--- src/verilog/spmc_regs.svh ---
// register offsets, field positions, command codes and reset values of the serial port mode block
`ifndef SPMC_REGS_SVH
`define SPMC_REGS_SVH

`define SPMC_NPORTS 6
`define SPMC_AW 8
`define SPMC_DW 32

// byte addresses
`define SPMC_A_CMD 8'h00
`define SPMC_A_MODE 8'h04
`define SPMC_A_STATUS 8'h08
`define SPMC_A_MASK 8'h0c
`define SPMC_A_CHAN 8'h10
`define SPMC_A_FRAME0 8'h14
`define SPMC_A_FRAME_STEP 8'h04

// command register fields
`define SPMC_CMD_PORT_LSB 0
`define SPMC_CMD_PORT_W 3
`define SPMC_CMD_OP_LSB 4
`define SPMC_CMD_OP_W 3
`define SPMC_OP_ACTIVITY_LED_DISABLE 3'h1
`define SPMC_OP_ACTIVITY_LED_ENABLE 3'h2
`define SPMC_OP_CTS_ON 3'h3
`define SPMC_OP_CTS_OFF 3'h4
`define SPMC_OP_NINE_ON 3'h5
`define SPMC_OP_NINE_OFF 3'h6
`define SPMC_PORT_FIRST 3'h1
`define SPMC_PORT_LAST 3'h6

// mode and channel register field positions
`define SPMC_MODE_LED_LSB 0
`define SPMC_MODE_CTS_LSB 8
`define SPMC_MODE_NINE_LSB 16
`define SPMC_CHAN_RAW_LSB 8

// frame register fields
`define SPMC_FR_DATA_LSB 0
`define SPMC_FR_STOP_LSB 4
`define SPMC_FR_PAR_LSB 6
`define SPMC_FR_BAUD_LSB 8

// reset values and the forced nine-bit framing
`define SPMC_RST_ACTIVITY_LED_ENABLE 6'h3f
`define SPMC_RST_DATA 4'h8
`define SPMC_RST_STOP 2'h1
`define SPMC_RST_PAR 2'h0
`define SPMC_RST_BAUD 16'h0060
`define SPMC_NINE_DATA 4'h9
`define SPMC_NINE_STOP 2'h1
`define SPMC_NINE_PAR 2'h0

`endif

--- src/verilog/spmc_pkg.sv ---
// types shared by the serial port mode block
`default_nettype none
`include "spmc_regs.svh"

package spmc_pkg;

	// framing of one port: data bits, stop bits, parity code, baud divisor
	typedef struct packed {
		logic [3:0] data_bits;
		logic [1:0] stop_bits;
		logic [1:0] parity;
		logic [15:0] baud_div;
	} spmc_frame_t;

	typedef spmc_frame_t [`SPMC_NPORTS-1:0] spmc_frames_t;

	// register bus request
	typedef struct packed {
		logic [`SPMC_AW-1:0] addr;
		logic [`SPMC_DW-1:0] wdata;
		logic wr;
		logic rd;
	} spmc_req_t;

	// whole state of the top module
	typedef struct packed {
		logic [`SPMC_NPORTS-1:0] activity_led_enable;
		logic [`SPMC_NPORTS-1:0] cts_track;
		logic [`SPMC_NPORTS-1:0] nine_bit;
		spmc_frames_t prog;
		spmc_frames_t frame_out;
		logic [`SPMC_NPORTS-1:0] cts_prev;
		logic [`SPMC_NPORTS-1:0] ch255;
		logic [`SPMC_NPORTS-1:0] cts_evt;
		logic [`SPMC_NPORTS-1:0] led;
		logic [`SPMC_NPORTS-1:0] status;
		logic [`SPMC_NPORTS-1:0] mask;
		logic irq;
		logic [`SPMC_DW-1:0] rdata;
	} spmc_state_t;

endpackage

`default_nettype wire

--- src/verilog/spmc_top.sv ---
// per-port activity LED, clear-to-send tracking and nine-bit framing control for six serial ports
//
// Design decisions made here: the address map and the plain strobed port.
`timescale 1ns/1ps
`default_nettype none
`include "spmc_regs.svh"

module spmc_top (
	// clock and reset
	input wire logic sys_clk_i,
	input wire logic reset_n_i,
	// register port
	input wire logic [`SPMC_AW-1:0] addr_i,
	input wire logic [`SPMC_DW-1:0] wdata_i,
	input wire logic wr_i,
	input wire logic rd_i,
	output logic [`SPMC_DW-1:0] rdata_o,
	// serial port side
	input wire logic [`SPMC_NPORTS-1:0] port_active_i,
	input wire logic [`SPMC_NPORTS-1:0] cts_i,
	output logic [`SPMC_NPORTS-1:0] led_o,
	output logic [`SPMC_NPORTS-1:0] ch255_o,
	output logic [`SPMC_NPORTS-1:0] cts_evt_o,
	output spmc_pkg::spmc_frames_t frame_o,
	// interrupt
	output logic irq_o
);

	import spmc_pkg::*;

	localparam int NP = `SPMC_NPORTS;

	spmc_state_t st;
	spmc_state_t next_st;
	spmc_req_t req;
	logic [NP-1:0] cts_s;

	// bus signals travel together
	assign req = '{addr: addr_i, wdata: wdata_i, wr: wr_i, rd: rd_i};

	// clear-to-send pins come from outside the clock domain
	spmc_sync #(
		.WIDTH(NP)
	) u_cts_sync (
		.sys_clk_i(sys_clk_i),
		.reset_n_i(reset_n_i),
		.async_i(cts_i),
		.level_o(cts_s)
	);

	// one-hot port mask from a port number; numbers outside 1..6 select nothing
	function automatic logic [NP-1:0] port_mask(input logic [`SPMC_CMD_PORT_W-1:0] num);
		logic [NP-1:0] m;
		m = '0;
		if (num >= `SPMC_PORT_FIRST && num <= `SPMC_PORT_LAST) begin
			m[num - `SPMC_PORT_FIRST] = 1'b1;
		end
		return m;
	endfunction

	// frame register decode: hit flag and port index, used by both write and read paths
	function automatic logic [3:0] frame_hit(input logic [`SPMC_AW-1:0] a);
		logic [3:0] r;
		r = '0;
		for (int p = 0; p < NP; p++) begin
			if (a == `SPMC_A_FRAME0 + `SPMC_AW'(p) * `SPMC_A_FRAME_STEP) begin
				r = {1'b1, 3'(p)};
			end
		end
		return r;
	endfunction

	// effective framing: the programmed one, or the forced nine-bit one with the baud kept
	function automatic spmc_frame_t eff_frame(input spmc_frame_t prog, input logic nine);
		spmc_frame_t f;
		f = prog;
		if (nine) begin
			f.data_bits = `SPMC_NINE_DATA;
			f.stop_bits = `SPMC_NINE_STOP;
			f.parity = `SPMC_NINE_PAR;
		end
		return f;
	endfunction

	// command decode of the current write
	logic cmd_wr;
	logic [`SPMC_CMD_OP_W-1:0] cmd_op;
	logic [`SPMC_CMD_PORT_W-1:0] cmd_port;
	logic [NP-1:0] cmd_sel;
	logic [NP-1:0] led_sel;

	assign cmd_wr = req.wr && (req.addr == `SPMC_A_CMD);
	assign cmd_op = req.wdata[`SPMC_CMD_OP_LSB +: `SPMC_CMD_OP_W];
	assign cmd_port = req.wdata[`SPMC_CMD_PORT_LSB +: `SPMC_CMD_PORT_W];
	assign cmd_sel = port_mask(cmd_port);
	// LED commands aimed at port 1 reach the whole controller
	assign led_sel = (cmd_port == `SPMC_PORT_FIRST) ? {NP{1'b1}} : cmd_sel;

	// next state: commands, frame writes, tracking, LEDs, interrupt and read data
	always_comb begin
		logic [3:0] fw;
		logic [3:0] fr;
		logic [NP-1:0] evt;
		fw = frame_hit(req.addr);
		fr = frame_hit(req.addr);
		evt = '0;
		next_st = st;

		// mode commands
		if (cmd_wr) begin
			case (cmd_op)
				`SPMC_OP_ACTIVITY_LED_DISABLE: begin
					next_st.activity_led_enable = st.activity_led_enable & ~led_sel;
				end
				`SPMC_OP_ACTIVITY_LED_ENABLE: begin
					next_st.activity_led_enable = st.activity_led_enable | led_sel;
				end
				`SPMC_OP_CTS_ON: begin
					next_st.cts_track = st.cts_track | cmd_sel;
				end
				`SPMC_OP_CTS_OFF: begin
					next_st.cts_track = st.cts_track & ~cmd_sel;
				end
				`SPMC_OP_NINE_ON: begin
					next_st.nine_bit = st.nine_bit | cmd_sel;
				end
				`SPMC_OP_NINE_OFF: begin
					next_st.nine_bit = st.nine_bit & ~cmd_sel;
				end
				default: begin
					next_st.activity_led_enable = st.activity_led_enable;
				end
			endcase
		end

		// programmed framing is always stored so that it can be restored later;
		// the baud divisor is frozen while the port is in nine-bit mode
		if (req.wr && fw[3]) begin
			next_st.prog[fw[2:0]].data_bits = req.wdata[`SPMC_FR_DATA_LSB +: 4];
			next_st.prog[fw[2:0]].stop_bits = req.wdata[`SPMC_FR_STOP_LSB +: 2];
			next_st.prog[fw[2:0]].parity = req.wdata[`SPMC_FR_PAR_LSB +: 2];
			if (!st.nine_bit[fw[2:0]]) begin
				next_st.prog[fw[2:0]].baud_div = req.wdata[`SPMC_FR_BAUD_LSB +: 16];
			end
		end

		// effective framing per port, registered so the outputs come from flip-flops
		for (int p = 0; p < NP; p++) begin
			next_st.frame_out[p] = eff_frame(st.prog[p], st.nine_bit[p]);
		end

		// channel 255 and its push/release events, only for tracked ports
		evt = st.cts_track & (cts_s ^ st.cts_prev);
		next_st.cts_prev = cts_s;
		next_st.ch255 = st.cts_track & cts_s;
		next_st.cts_evt = evt;

		// activity LEDs gated by the enable bits
		next_st.led = st.activity_led_enable & port_active_i;

		// sticky status: a new event wins over a write-one-to-clear in the same cycle
		if (req.wr && req.addr == `SPMC_A_STATUS) begin
			next_st.status = (st.status & ~req.wdata[NP-1:0]) | evt;
		end else begin
			next_st.status = st.status | evt;
		end
		if (req.wr && req.addr == `SPMC_A_MASK) begin
			next_st.mask = req.wdata[NP-1:0];
		end
		// irq follows the registered status, so it lags a new event by one cycle
		next_st.irq = |(st.status & st.mask);

		// read data stands only in the cycle after the read strobe
		next_st.rdata = '0;
		if (req.rd) begin
			if (fr[3]) begin
				next_st.rdata[`SPMC_FR_DATA_LSB +: 4] = st.prog[fr[2:0]].data_bits;
				next_st.rdata[`SPMC_FR_STOP_LSB +: 2] = st.prog[fr[2:0]].stop_bits;
				next_st.rdata[`SPMC_FR_PAR_LSB +: 2] = st.prog[fr[2:0]].parity;
				next_st.rdata[`SPMC_FR_BAUD_LSB +: 16] = st.prog[fr[2:0]].baud_div;
			end else begin
				case (req.addr)
					`SPMC_A_MODE: begin
						next_st.rdata[`SPMC_MODE_LED_LSB +: NP] = st.activity_led_enable;
						next_st.rdata[`SPMC_MODE_CTS_LSB +: NP] = st.cts_track;
						next_st.rdata[`SPMC_MODE_NINE_LSB +: NP] = st.nine_bit;
					end
					`SPMC_A_STATUS: begin
						next_st.rdata[NP-1:0] = st.status;
					end
					`SPMC_A_MASK: begin
						next_st.rdata[NP-1:0] = st.mask;
					end
					`SPMC_A_CHAN: begin
						next_st.rdata[NP-1:0] = st.ch255;
						next_st.rdata[`SPMC_CHAN_RAW_LSB +: NP] = cts_s;
					end
					default: begin
						next_st.rdata = '0;
					end
				endcase
			end
		end
	end

	// state register with synchronous reset to the documented defaults
	always_ff @(posedge sys_clk_i) begin
		if (!reset_n_i) begin
			st <= '0;
			st.activity_led_enable <= `SPMC_RST_ACTIVITY_LED_ENABLE;
			for (int p = 0; p < NP; p++) begin
				st.prog[p] <= '{`SPMC_RST_DATA, `SPMC_RST_STOP, `SPMC_RST_PAR, `SPMC_RST_BAUD};
				st.frame_out[p] <= '{`SPMC_RST_DATA, `SPMC_RST_STOP, `SPMC_RST_PAR, `SPMC_RST_BAUD};
			end
		end else begin
			st <= next_st;
		end
	end

	// outputs straight from the state register
	assign rdata_o = st.rdata;
	assign led_o = st.led;
	assign ch255_o = st.ch255;
	assign cts_evt_o = st.cts_evt;
	assign frame_o = st.frame_out;
	assign irq_o = st.irq;

	// helper: previous-cycle values for several checks
	logic past_ok;
	always_ff @(posedge sys_clk_i) begin
		past_ok <= reset_n_i;
	end

	// per-port framing checks
	for (genvar g = 0; g < NP; g++) begin : g_frame_chk

	end
endmodule

`default_nettype wire

--- src/verilog/spmc_sync.sv ---
// three-stage synchroniser that accepts a new level once the last two stages agree
`timescale 1ns/1ps
`default_nettype none

module spmc_sync #(
	parameter int WIDTH = 6
) (
	// clock and reset
	input wire logic sys_clk_i,
	input wire logic reset_n_i,
	// asynchronous levels in, settled levels out
	input wire logic [WIDTH-1:0] async_i,
	output logic [WIDTH-1:0] level_o
);

	typedef struct packed {
		logic [WIDTH-1:0] ff1;
		logic [WIDTH-1:0] ff2;
		logic [WIDTH-1:0] ff3;
		logic [WIDTH-1:0] level;
	} spmc_sync_st_t;

	spmc_sync_st_t st;
	spmc_sync_st_t next_st;

	// ff1 feeds only ff2; the agreement test looks at ff2 and ff3
	always_comb begin
		next_st = st;
		next_st.ff1 = async_i;
		next_st.ff2 = st.ff1;
		next_st.ff3 = st.ff2;
		for (int i = 0; i < WIDTH; i++) begin
			if (st.ff2[i] == st.ff3[i]) begin
				next_st.level[i] = st.ff3[i];
			end
		end
	end

	// synchronous reset to all low
	always_ff @(posedge sys_clk_i) begin
		if (!reset_n_i) begin
			st <= '0;
		end else begin
			st <= next_st;
		end
	end

	assign level_o = st.level;

endmodule

`default_nettype wire

--- config.mk ---
export PLATFORM = sky130hd
export DESIGN_NAME = spmc_top
export DESIGN_NICKNAME = d
export VERILOG_FILES = /design/src/verilog/spmc_pkg.sv /design/src/verilog/spmc_top.sv /design/src/verilog/spmc_sync.sv
export VERILOG_INCLUDE_DIRS = /design/src /design/src/verilog
export SDC_FILE = /design/constraint.sdc
export NUM_CORES = 1
export LEC_CHECK = 0
export ABC_AREA = 0
export ABC_CLOCK_PERIOD_IN_PS = 2900
export BUFFER_PORTS_ARGS = -buffer_cell sky130_fd_sc_hd__buf_2
export CAP_MARGIN = 10
export CORE_MARGIN = 1
export CORE_UTILIZATION = 50
export DETAILED_ROUTE_END_ITERATION = 8
export HOLD_SLACK_MARGIN = 0.08
export PLACE_DENSITY = 0.72
export SKIP_CTS_REPAIR_TIMING = 1
export SLEW_MARGIN = 5
export SYNTH_ARGS = -nofsm -noshare
export SYNTH_HDL_FRONTEND = slang
export SYNTH_HIERARCHICAL = 1
export SYNTH_SLANG_ARGS = --single-unit
--- constraint.sdc ---
create_clock -name sys_clk_i -period 2.9 [get_ports sys_clk_i]
set_input_delay 0.29 -clock sys_clk_i [delete_from_list [all_inputs] [get_ports sys_clk_i]]
set_output_delay 0.29 -clock sys_clk_i [all_outputs]
set_load 0.03 [all_outputs]
==> flow_metrics.py, run 1 <==
metrics = {
    "finish": {
        "mostFrequentLayoutCells": "dfxtp_1 (391), buf_2 (233), nand2_1 (222), and2_1 (82), mux2i_1 (69)",
        "layout-drive-gt1-share": 0.2318,
        "fill_cells": 2673,
        "ff_latch_area_um2": 7828,
        "fin_area_um2": 17290,
        "stdcell_count": 2136,
        "nNetsFinal": 1765,
        "area_growth_pct": 10.52,
        "layout_commonest_cell": "dfxtp_1",
        "multi_input_area_um2": 5708,
    },
    "global_route": {
        "grt_pass1_wl_um": 60990,
        "overflow": 0,
        "grt_start_max_net_pins": 86,
        "grt_antenna_before_repair": 4,
        "grt_pass1_vias": 10820,
        "grt_usage": 0.2499,
    },
    "detailed_routing": {
        "drtIter0Drc": 1244,
        "detail_route.wl_per_cell_um": 19.21,
        "detail_route.first_pass.iterations": 8,
        "wl_um": 41020,
        "viasPerCell": 5.473,
        "num_vias": 11690,
        "drc": 0,
        "ant_nets": 0,
    },
    "worst_setup_path": {
        "cp_top_family": "flip-flops",
        "path_cells": "a2111oi_4, nor2_2, a21o_1, buf_4, mux2i_1",
        "cp-end-kind": "register",
        "setup.worst_path.start_class": "register",
        "critPathMaxFanout": 16,
        "crit_path_max_incr_delay_ps": 700,
        "cp_slowest_cell": "dfxtp_1",
        "critical_path_class": "register to register",
        "cp.required_ps": 3340,
        "cp.arrival_ps": 2830,
        "path_buf_inv": 1,
    },
    "logic_synthesis": {
        "ys_top_cells_by_area": "dfxtp_1 (50%), buf_4 (9.7%), nand2_1 (5.3%)",
        "synthMuxAreaShare": 0.05349,
        "synth_xor_area_frac": 0.004478,
        "synth_top_area_frac": 0.5002,
        "ys_warn_count": 6,
        "synth-compound-area-share": 0.1270,
        "synth_top_family_by_area": "simple AND/OR/NAND/NOR gates",
        "avgSynthCellArea_um2": 9.443,
        "yosys.area_share.simple": 0.1738,
        "synth_top_flop_cell": "dfxtp_1",
        "synth.distinct_cells": 79,
        "synth-edff-count": 0,
        "synth_fa_ha_area_frac": 0.002399,
        "seq_area_frac_synth": 0.5002,
        "netlist_area_um2": 15650,
        "ys_ff_latch": 391,
        "yosys.area.top_type": "dfxtp_1",
        "synth_cells": 1657,
        "async_flop_share": 0,
    },
    "power": {
        "seqPwrFrac": 0.495,
        "clock_power_share": 0.469,
        "p_leak_nw": 7.498,
        "switchingPower_w": 0.002395,
        "netSwitchingFraction": 0.2198,
        "internal_power_w": 0.008504,
        "powerDensity_nw_per_um2": 630.2,
        "combPwrFrac": 0.036,
        "irDropWorstVdd_mv": 0.4017,
    },
    "timing": {
        "period_needed_ps": 2383,
        "report.final.slew_viol_count": 0,
        "setup_violations": 0,
        "maxSlewHeadroom": 0.3896,
        "period_share": 0.8218,
        "finalHoldViolCount": 0,
        "fin_hold_ws_ps": 82.02,
        "worstMarginPinSlew_ps": 912.2,
        "rsz0062_at_grt": "false",
        "clock_skew_ps": 16.48,
        "setup_tns_ps": 0,
        "finalWorstSetupSlack_ps": 516.9,
        "fmax_mhz": 419.6,
    },
    "clocking": {
        "numCtsBuffers": 40,
        "clock-root-buffer": "clkbuf_16",
        "htree_levels": 2,
        "clkSinkCount": 391,
        "clockBufferDepth": 3,
        "clk_latency_ps": 530,
        "clk_pin_slew_worst_paths_ps": 60,
        "tritoncts": "built",
    },
    "placed_design": {
        "place.port_buffers": 234,
        "dp_hpwl_um": 28790,
        "globalplace.congestion": 0.9582,
        "dp_cells": 2049,
        "place_ws_ps": 304.7,
        "postPlaceCellArea_um2": 15850,
    },
    "floorplanning": {
        "die_w_um": 178.9,
        "die_area_um2": 32010,
        "coreArea_um2": 30670,
        "num_io_pins": 251,
        "die_h_um": 178.9,
        "rows": 64,
        "initial_utilization": 0.5102,
    },
    "hold_path": {
        "min_path_type": "input port to register",
    },
    "run": {
        "max_cap_violations": 0,
    },
    "outcome": {
        "status": "completed",
    },
}
[power groups by stage]
| stage | sequential, W | combinational [W] | clock [W] |
|---|---|---|---|
| 6_report | 0.00539 | 0.000389 | 0.00512 |
| 5_1_grt | 0.00539 | 0.000415 | 0.00542 |
| 4_1_cts | 0.00539 | 0.000371 | 0.00519 |
| 3_5_place_dp | 0.00551 | 0.000369 | 0 |
| 3_3_place_gp | 0.00551 | 0.000367 | 0 |
| 2_1_floorplan | 0.00551 | 0.000258 | 0 |
[cell families after synthesis]
family                   Yosys count
AND/OR/NAND/NOR                  542
flip-flops                       391
buffers and inverters            354
AO/OA/AOI/OAI                    276
multiplexers                      82
XOR/XNOR                           8
adder cells (fa/ha/maj)            3
other                              1
[tightest hold or removal path, stage by stage]
cell and delay [ps]:
buf_2 150, nand2_1 70, a21oi_1 60
[worst paths after layout]
path                                              from               endpoint  slack [ps]  cells after the start
worst min-delay path                        wdata_i[7]                st[278]          80                      3
worst max register to register                register           next_st[141]         520                      5
worst max-delay path                          register           next_st[141]         520                      5
worst min register to register  u_cts_sync/next_st[15]  u_cts_sync/next_st[9]         430                      1
[Yosys cell counts, types with 5 or more instances]
| library cell | instances |
|---|---|
| a22oi_1 | 32 |
| a221oi_1 | 17 |
| nor3_1 | 12 |
| o2bb2ai_1 | 6 |
| clkbuf_1 | 70 |
| nand2_1 | 222 |
| nand4_1 | 18 |
| a31oi_1 | 5 |
| inv_1 | 57 |
| or3_1 | 14 |
| nand3_1 | 27 |
| o311ai_0 | 17 |
| mux2_2 | 12 |
| dfxtp_1 | 391 |
| nand3b_1 | 6 |
| buf_6 | 8 |
| xor2_1 | 7 |
| o22a_1 | 6 |
| a31o_2 | 6 |
| nand2b_1 | 14 |
| and3_1 | 35 |
| nor2b_1 | 9 |
| a2bb2oi_1 | 5 |
| o21a_1 | 9 |
| mux2i_1 | 69 |
| o221ai_1 | 7 |
| buf_4 | 202 |
| and2_1 | 82 |
| o21ai_0 | 59 |
| a21boi_0 | 8 |
| nor2_1 | 66 |
| buf_2 | 14 |
| a222oi_1 | 5 |
| nor4_1 | 9 |
| a21oi_1 | 49 |
| o211ai_1 | 11 |
[flip-flops by register name (all words and copies together), names as in the netlist, named ones only]
register            count
ch255_o                 6
cts_evt_o               6
frame_o               144
irq_o                   1
led_o                   6
next_st                96
rdata_o                24
st                     66
u_cts_sync/level_o      6
u_cts_sync/next_st     12
u_cts_sync/st           6
[layer usage]
layer  track usage  wire length [um]  vias to the layer above
met5             0                 0                        -
met4       0.09887              1281                        0
met3       0.03796              3361                       97
met2        0.3993             18870                      577
met1        0.3374             17510                     5477
li1              -                 -                     5539
[per-stage QoR]
stage / util / total power (W)
after floorplan: - / 0.005771
after global placement: 0.5167 / 0.005881
after detailed placement: 0.5167 / 0.005884
after CTS: 0.5598 / 0.01095
after global routing: 0.5637 / 0.01122
final: 0.5639 / 0.01090
[layout make-up]
cell class / instances / area share
sequential: 391 / 0.4526
multi-input combinational: 919 / 0.3301
timing repair buffer: 297 / 0.09897
clock buffer: 53 / 0.06714
tap: 396 / 0.02865
inverter: 57 / 0.01237
clock inverter: 17 / 0.009333
antenna: 6 / 0.0008682
No activity file was read; power rests on OpenSTA's default activity.
==> run 2, diff against run 1 <==
ABC_CLOCK_PERIOD_IN_PS = 2300   (was 2900)
clock period = 2.3 ns   (was 2.9 ns; I/O delays follow)
==> run 2 against run 1 <==
  * First-iteration DRC count is 5.8% lower
  * Fmax rose by 16%
  * Highest routed layer unchanged
  * Final area up 3.2%
  * Worst hold slack got worse by 27 ps
  * Sequential cell count unchanged
  * Critical endpoint is now next_st[154]
  * Critical path depth is 1 higher
  * Sequential share of layout area shrank 1.4 points
  * Global-route usage is 0.75 points higher
  * Non-clock buffer count up 48
  * Sequential power is 26% higher
  * Total power up 30%
  * Clock power is 34% higher
==> flow_metrics.py, run 2 (synthesized netlist as in run 1, its figures left out) <==
metrics = {
    "outcome": {
        "status": "completed",
    },
    "timing": {
        "clock_skew_ps": 19.52,
        "period_share": 0.8898,
        "setup_violations": 0,
        "period_needed_ps": 2047,
        "finalHoldViolCount": 0,
        "rsz0062_at_grt": "false",
        "fmax_mhz": 488.6,
        "setup_tns_ps": 0,
        "report.final.slew_viol_count": 0,
        "worstMarginPinSlew_ps": 641.7,
        "maxSlewHeadroom": 0.5713,
    },
    "power": {
        "irDropWorstVdd_mv": 0.5304,
        "p_leak_nw": 7.784,
        "powerDensity_nw_per_um2": 795.6,
    },
    "floorplanning": {
        "die_h_um": 178.9,
        "die_area_um2": 32010,
        "rows": 64,
        "die_w_um": 178.9,
        "initial_utilization": 0.5102,
        "coreArea_um2": 30670,
        "num_io_pins": 251,
    },
    "finish": {
        "fill_cells": 2697,
        "layout_commonest_cell": "dfxtp_1",
        "mostFrequentLayoutCells": "dfxtp_1 (391), buf_2 (233), nand2_1 (222), buf_4 (86), and2_1 (82)",
        "area_growth_pct": 14.03,
        "fin_area_um2": 17840,
        "layout-drive-gt1-share": 0.2510,
        "nNetsFinal": 1813,
        "largest_reg_flops": 144,
    },
    "detailed_routing": {
        "ant_nets": 0,
        "detail_route.wl_per_cell_um": 19.12,
        "drc": 0,
        "num_vias": 11950,
        "viasPerCell": 5.472,
        "drtIter0Drc": 1172,
        "detail_route.first_pass.iterations": 6,
        "wl_um": 41750,
    },
    "global_route": {
        "grt_usage": 0.2574,
        "grt_start_max_net_pins": 78,
        "grt_pass1_wl_um": 62960,
        "grt_antenna_before_repair": 3,
        "overflow": 0,
        "grt_pass1_vias": 11110,
    },
    "worst_setup_path": {
        "cp_slowest_cell": "dfxtp_1",
        "setup.worst_path.start_class": "register",
        "cp-end-kind": "register",
        "r2r-end": "next_st[154]",
        "r2r_cells": 6,
        "path_cells": "nor3_1, buf_4, nor2_2, a21o_1, buf_12, mux2i_1",
        "path_buf_inv": 2,
        "cp_top_family": "flip-flops",
        "critical_path_class": "register to register",
        "critPathMaxFanout": 16,
        "cp.arrival_ps": 2500,
        "rrSetupSlack_ps": 250,
        "cp.required_ps": 2750,
        "crit_path_max_incr_delay_ps": 580,
    },
    "placed_design": {
        "postPlaceCellArea_um2": 16280,
        "dp_hpwl_um": 29420,
        "globalplace.congestion": 0.9049,
        "place.port_buffers": 234,
    },
    "hold_path": {
        "hp-start": "wdata_i[1]",
        "min_path_type": "input port to register",
        "whs_endpoint": "st[34]",
        "worstHoldPathCells": 3,
    },
    "run": {
        "max_cap_violations": 0,
    },
    "clocking": {
        "tritoncts": "built",
        "clockBufferDepth": 3,
        "clk_pin_slew_worst_paths_ps": 60,
        "htree_levels": 2,
        "clkSinkCount": 391,
        "clk_latency_ps": 540,
        "numCtsBuffers": 40,
        "clock-root-buffer": "clkbuf_16",
    },
}
-- run 2: cell types whose count changed in the layout (fill, tap and decap cells not counted) --
cell and change:
clkinvlp_4 +3, clkinv_2 -4, clkbuf_8 -2, bufinv_16 +3, clkbuf_1 +1, buf_12 +8, inv_6 +2, dlygate4sd3_1 +4
buf_4 +36, diode_2 -3
-- run 2: area by class of cell --
type	count	area, um^2	share of cell area
Sequential cell	391	7828	0.4387
Inverter	57	214.0	0.01199
Timing Repair Buffer	345	2182	0.1223
Clock inverter	21	271.5	0.01522
Multi-Input combinational cell	919	5708	0.3199
Antenna cell	3	7.507	0.0004207
Clock buffer	52	1137	0.06374
Tap cell	396	495.5	0.02777
-- run 2: worst max path at each step --
stage,depth (start not counted),endpoint,slack (ps),from
after floorplan,7,register,130,addr_i[2]
after global placement,8,rdata_o[5],30,addr_i[1]
after detailed placement,8,rdata_o[19],6,addr_i[3]
after CTS,6,next_st[154],300,register
after global routing,6,next_st[154],250,register
final,6,next_st[154],250,register
-- run 2: worst min-delay path: cells and delay by family --
family        cells  cell delay [ps]
simple gates      1               70
buf+inv           1              150
mux               1               90
-- run 2: per-stage QoR --
stage | setup WS (ps) | utilization | total power [W] | hold WS (ps) | std cells
floorplan | 129.0 | - | 0.007276 | 357.3 | 1664
global placement | 32.12 | 0.5307 | 0.007472 | 416.5 | 2093
detailed placement | 6.148 | 0.5307 | 0.007476 | 416.9 | 2093
CTS | 298.9 | 0.5767 | 0.01424 | -110.6 | 2166
global route | 246.2 | 0.5818 | 0.01460 | 85.21 | 2184
finish | 253.4 | 0.5818 | 0.01420 | 55.33 | 2184
-- run 2: where the power goes --
group	switching, W	internal [W]	total, W	leakage [nW]
Sequential	0.00000810	0.00679	0.00680	3.16
Clock	0.00275	0.00409	0.00684	0.674
Combinational	0.000366	0.000188	0.000554	3.95
Total	0.00312	0.0111	0.0142	7.78
-- run 2: routing by layer --
| metal | track usage | wire (um) | up-vias | part of all wire |
|---|---|---|---|---|
| met5 | 0 | 0 | - | 0 |
| met4 | 0.09357 | 1299 | 0 | 0.031 |
| met3 | 0.04474 | 3434 | 93 | 0.082 |
| met2 | 0.4114 | 19090 | 571 | 0.46 |
| met1 | 0.3473 | 17930 | 5641 | 0.43 |
| li1 | - | - | 5646 | - |
==> run 3, diff against run 2 <==
GPL_TIMING_DRIVEN = 0   (was unset)
==> run 3 against run 2 <==
  * Clock skew up 2.0 ps
  * Die area is the same
  * Wire length up 14%
  * Non-clock buffer count increased by 203
  * First-iteration DRC count is 0.94% higher
  * Utilization increased by 3.6 points
  * Sequential power hardly changed
  * Sequential share of layout area decreased by 2.6 points
  * Critical path depth grew 2
==> flow_metrics.py, run 3 (synthesized netlist as in run 1, its figures left out) <==
metrics = {
    "outcome": {
        "status": "completed",
    },
    "timing": {
        "setup_violations": 0,
        "maxSlewHeadroom": 0.4224,
        "clock_skew_ps": 21.51,
        "period_needed_ps": 2268,
        "period_share": 0.9862,
        "worstMarginPinSlew_ps": 866.4,
        "report.final.slew_viol_count": 0,
        "finalHoldViolCount": 0,
        "fmax_mhz": 440.8,
        "rsz0062_at_grt": "true",
    },
    "power": {
        "p_leak_nw": 8.584,
        "powerDensity_nw_per_um2": 737.6,
        "irDropWorstVdd_mv": 0.4557,
    },
    "finish": {
        "mostFrequentLayoutCells": "dfxtp_1 (390), buf_2 (240), nand2_1 (222), buf_4 (211), and2_1 (82)",
        "layout-drive-gt1-share": 0.2953,
        "stdcell_count": 2386,
        "nNetsFinal": 2016,
        "fin_util": 0.6182,
        "fill_cells": 2602,
        "layout_commonest_cell": "dfxtp_1",
        "largest_reg_flops": 144,
        "area_growth_pct": 21.17,
    },
    "worst_setup_path": {
        "path_cells": "buf_2, or3b_2, clkbuf_1, nor2_2, nand3_2, a21oi_4, buf_6, mux2i_1",
        "r2r-end": "next_st[76]",
        "critical_path_class": "input port to register",
        "setup.worst_path.start_class": "input port",
        "r2r_cells": 5,
        "cp_slowest_cell": "a21oi_4",
        "path_buf_inv": 3,
        "cp.required_ps": 2760,
        "critPathMaxFanout": 10,
        "crit_path_max_incr_delay_ps": 490,
        "cp-end-kind": "register",
        "cp.arrival_ps": 2730,
        "rrSetupSlack_ps": 130,
        "cp_top_family": "simple AND/OR/NAND/NOR gates",
    },
    "global_route": {
        "grt_usage": 0.2917,
        "overflow": 0,
        "grt_pass1_vias": 12000,
        "grt_use_met2": 0.4683,
        "grt_antenna_before_repair": 2,
        "grt_pass1_wl_um": 69670,
        "grt.met1_usage": 0.3858,
        "grtUsageMet3": 0.04559,
        "grt.busiest_layer": "met2",
        "grt_start_max_net_pins": 16,
    },
    "clocking": {
        "clk_latency_ps": 540,
        "clock-root-buffer": "clkbuf_16",
        "tritoncts": "built",
        "clk_pin_slew_worst_paths_ps": 60,
        "htree_levels": 2,
        "clockBufferDepth": 3,
        "numCtsBuffers": 40,
        "clkSinkCount": 391,
    },
    "detailed_routing": {
        "wl_um": 47570,
        "num_vias": 12970,
        "drc": 0,
        "detail_route.wl_per_cell_um": 19.94,
        "viasPerCell": 5.435,
        "detail_route.first_pass.iterations": 6,
        "drtIter0Drc": 1183,
        "ant_nets": 0,
    },
    "placed_design": {
        "place.port_buffers": 226,
        "globalplace.congestion": 0.9523,
        "dp_hpwl_um": 34830,
        "dp_cells": 2286,
    },
    "floorplanning": {
        "num_io_pins": 251,
        "die_w_um": 178.9,
        "die_area_um2": 32010,
        "initial_utilization": 0.5102,
        "rows": 64,
        "coreArea_um2": 30670,
        "die_h_um": 178.9,
    },
    "run": {
        "max_cap_violations": 0,
    },
    "hold_path": {
        "hp-start": "wdata_i[10]",
        "worstHoldPathCells": 3,
        "whs_endpoint": "next_st[143]",
        "min_path_type": "input port to register",
    },
}
run 3: worst max-delay path by stage:
stage                   start     endpoint  cells past startpoint  slack, ps
finish              addr_i[0]  next_st[76]                      8         30
floorplan           addr_i[2]     register                      7        130
global placement    addr_i[3]  rdata_o[16]                      8       -890
detailed placement  addr_i[3]  rdata_o[16]                      8       -900
global route        addr_i[0]  next_st[76]                      8        -20
CTS                 addr_i[3]  rdata_o[16]                      8       -350
run 3: layout make-up:
class / instances / area [um^2] / area share
antenna: 2 / 5.005 / 0.0002640
buffer: 296 / 1959 / 0.1033
multi-input combinational: 919 / 5738 / 0.3026
tap: 396 / 495.5 / 0.02613
clock buffer: 52 / 1139 / 0.06005
sequential: 391 / 7829 / 0.4129
inverter: 57 / 214.0 / 0.01128
clock inverter: 21 / 217.7 / 0.01148
timing repair buffer: 252 / 1364 / 0.07193
run 3: routing by layer:
layer | vias to the layer above | wire, um
li1 | 6051 | -
met1 | 6109 | 20020
met2 | 668 | 21720
met3 | 139 | 3799
met4 | 0 | 2032
met5 | - | 0
run 3: worst min-delay path, cell delays in order:
cell and delay, ps:
buf_2 90, nand2_1 130, mux2i_1 150
run 3: through the flow:
stage / setup WS [ps] / hold slack (ps) / power [W] / TNS, ps / instance area (um^2)
final: 31.63 / 98.12 / 0.01399 / 0 / 18960
after global routing: -15.01 / 102.0 / 0.01436 / -16.84 / 18960
after CTS: -354.7 / -107.3 / 0.01400 / -12170 / 18660
after detailed placement: -904.6 / 419.9 / 0.007492 / -78470 / 17300
after global placement: -889.8 / 415.1 / 0.007489 / -78570 / 17300
after floorplan: 129.0 / 357.3 / 0.007276 / 0 / 15670
run 3: where the power goes:
part / internal (W) / leakage [nW] / switching (W)
Clock: 0.00387 / 0.671 / 0.00273
Combinational: 0.000167 / 4.76 / 0.000420
Sequential: 0.00679 / 3.16 / 0.00000803
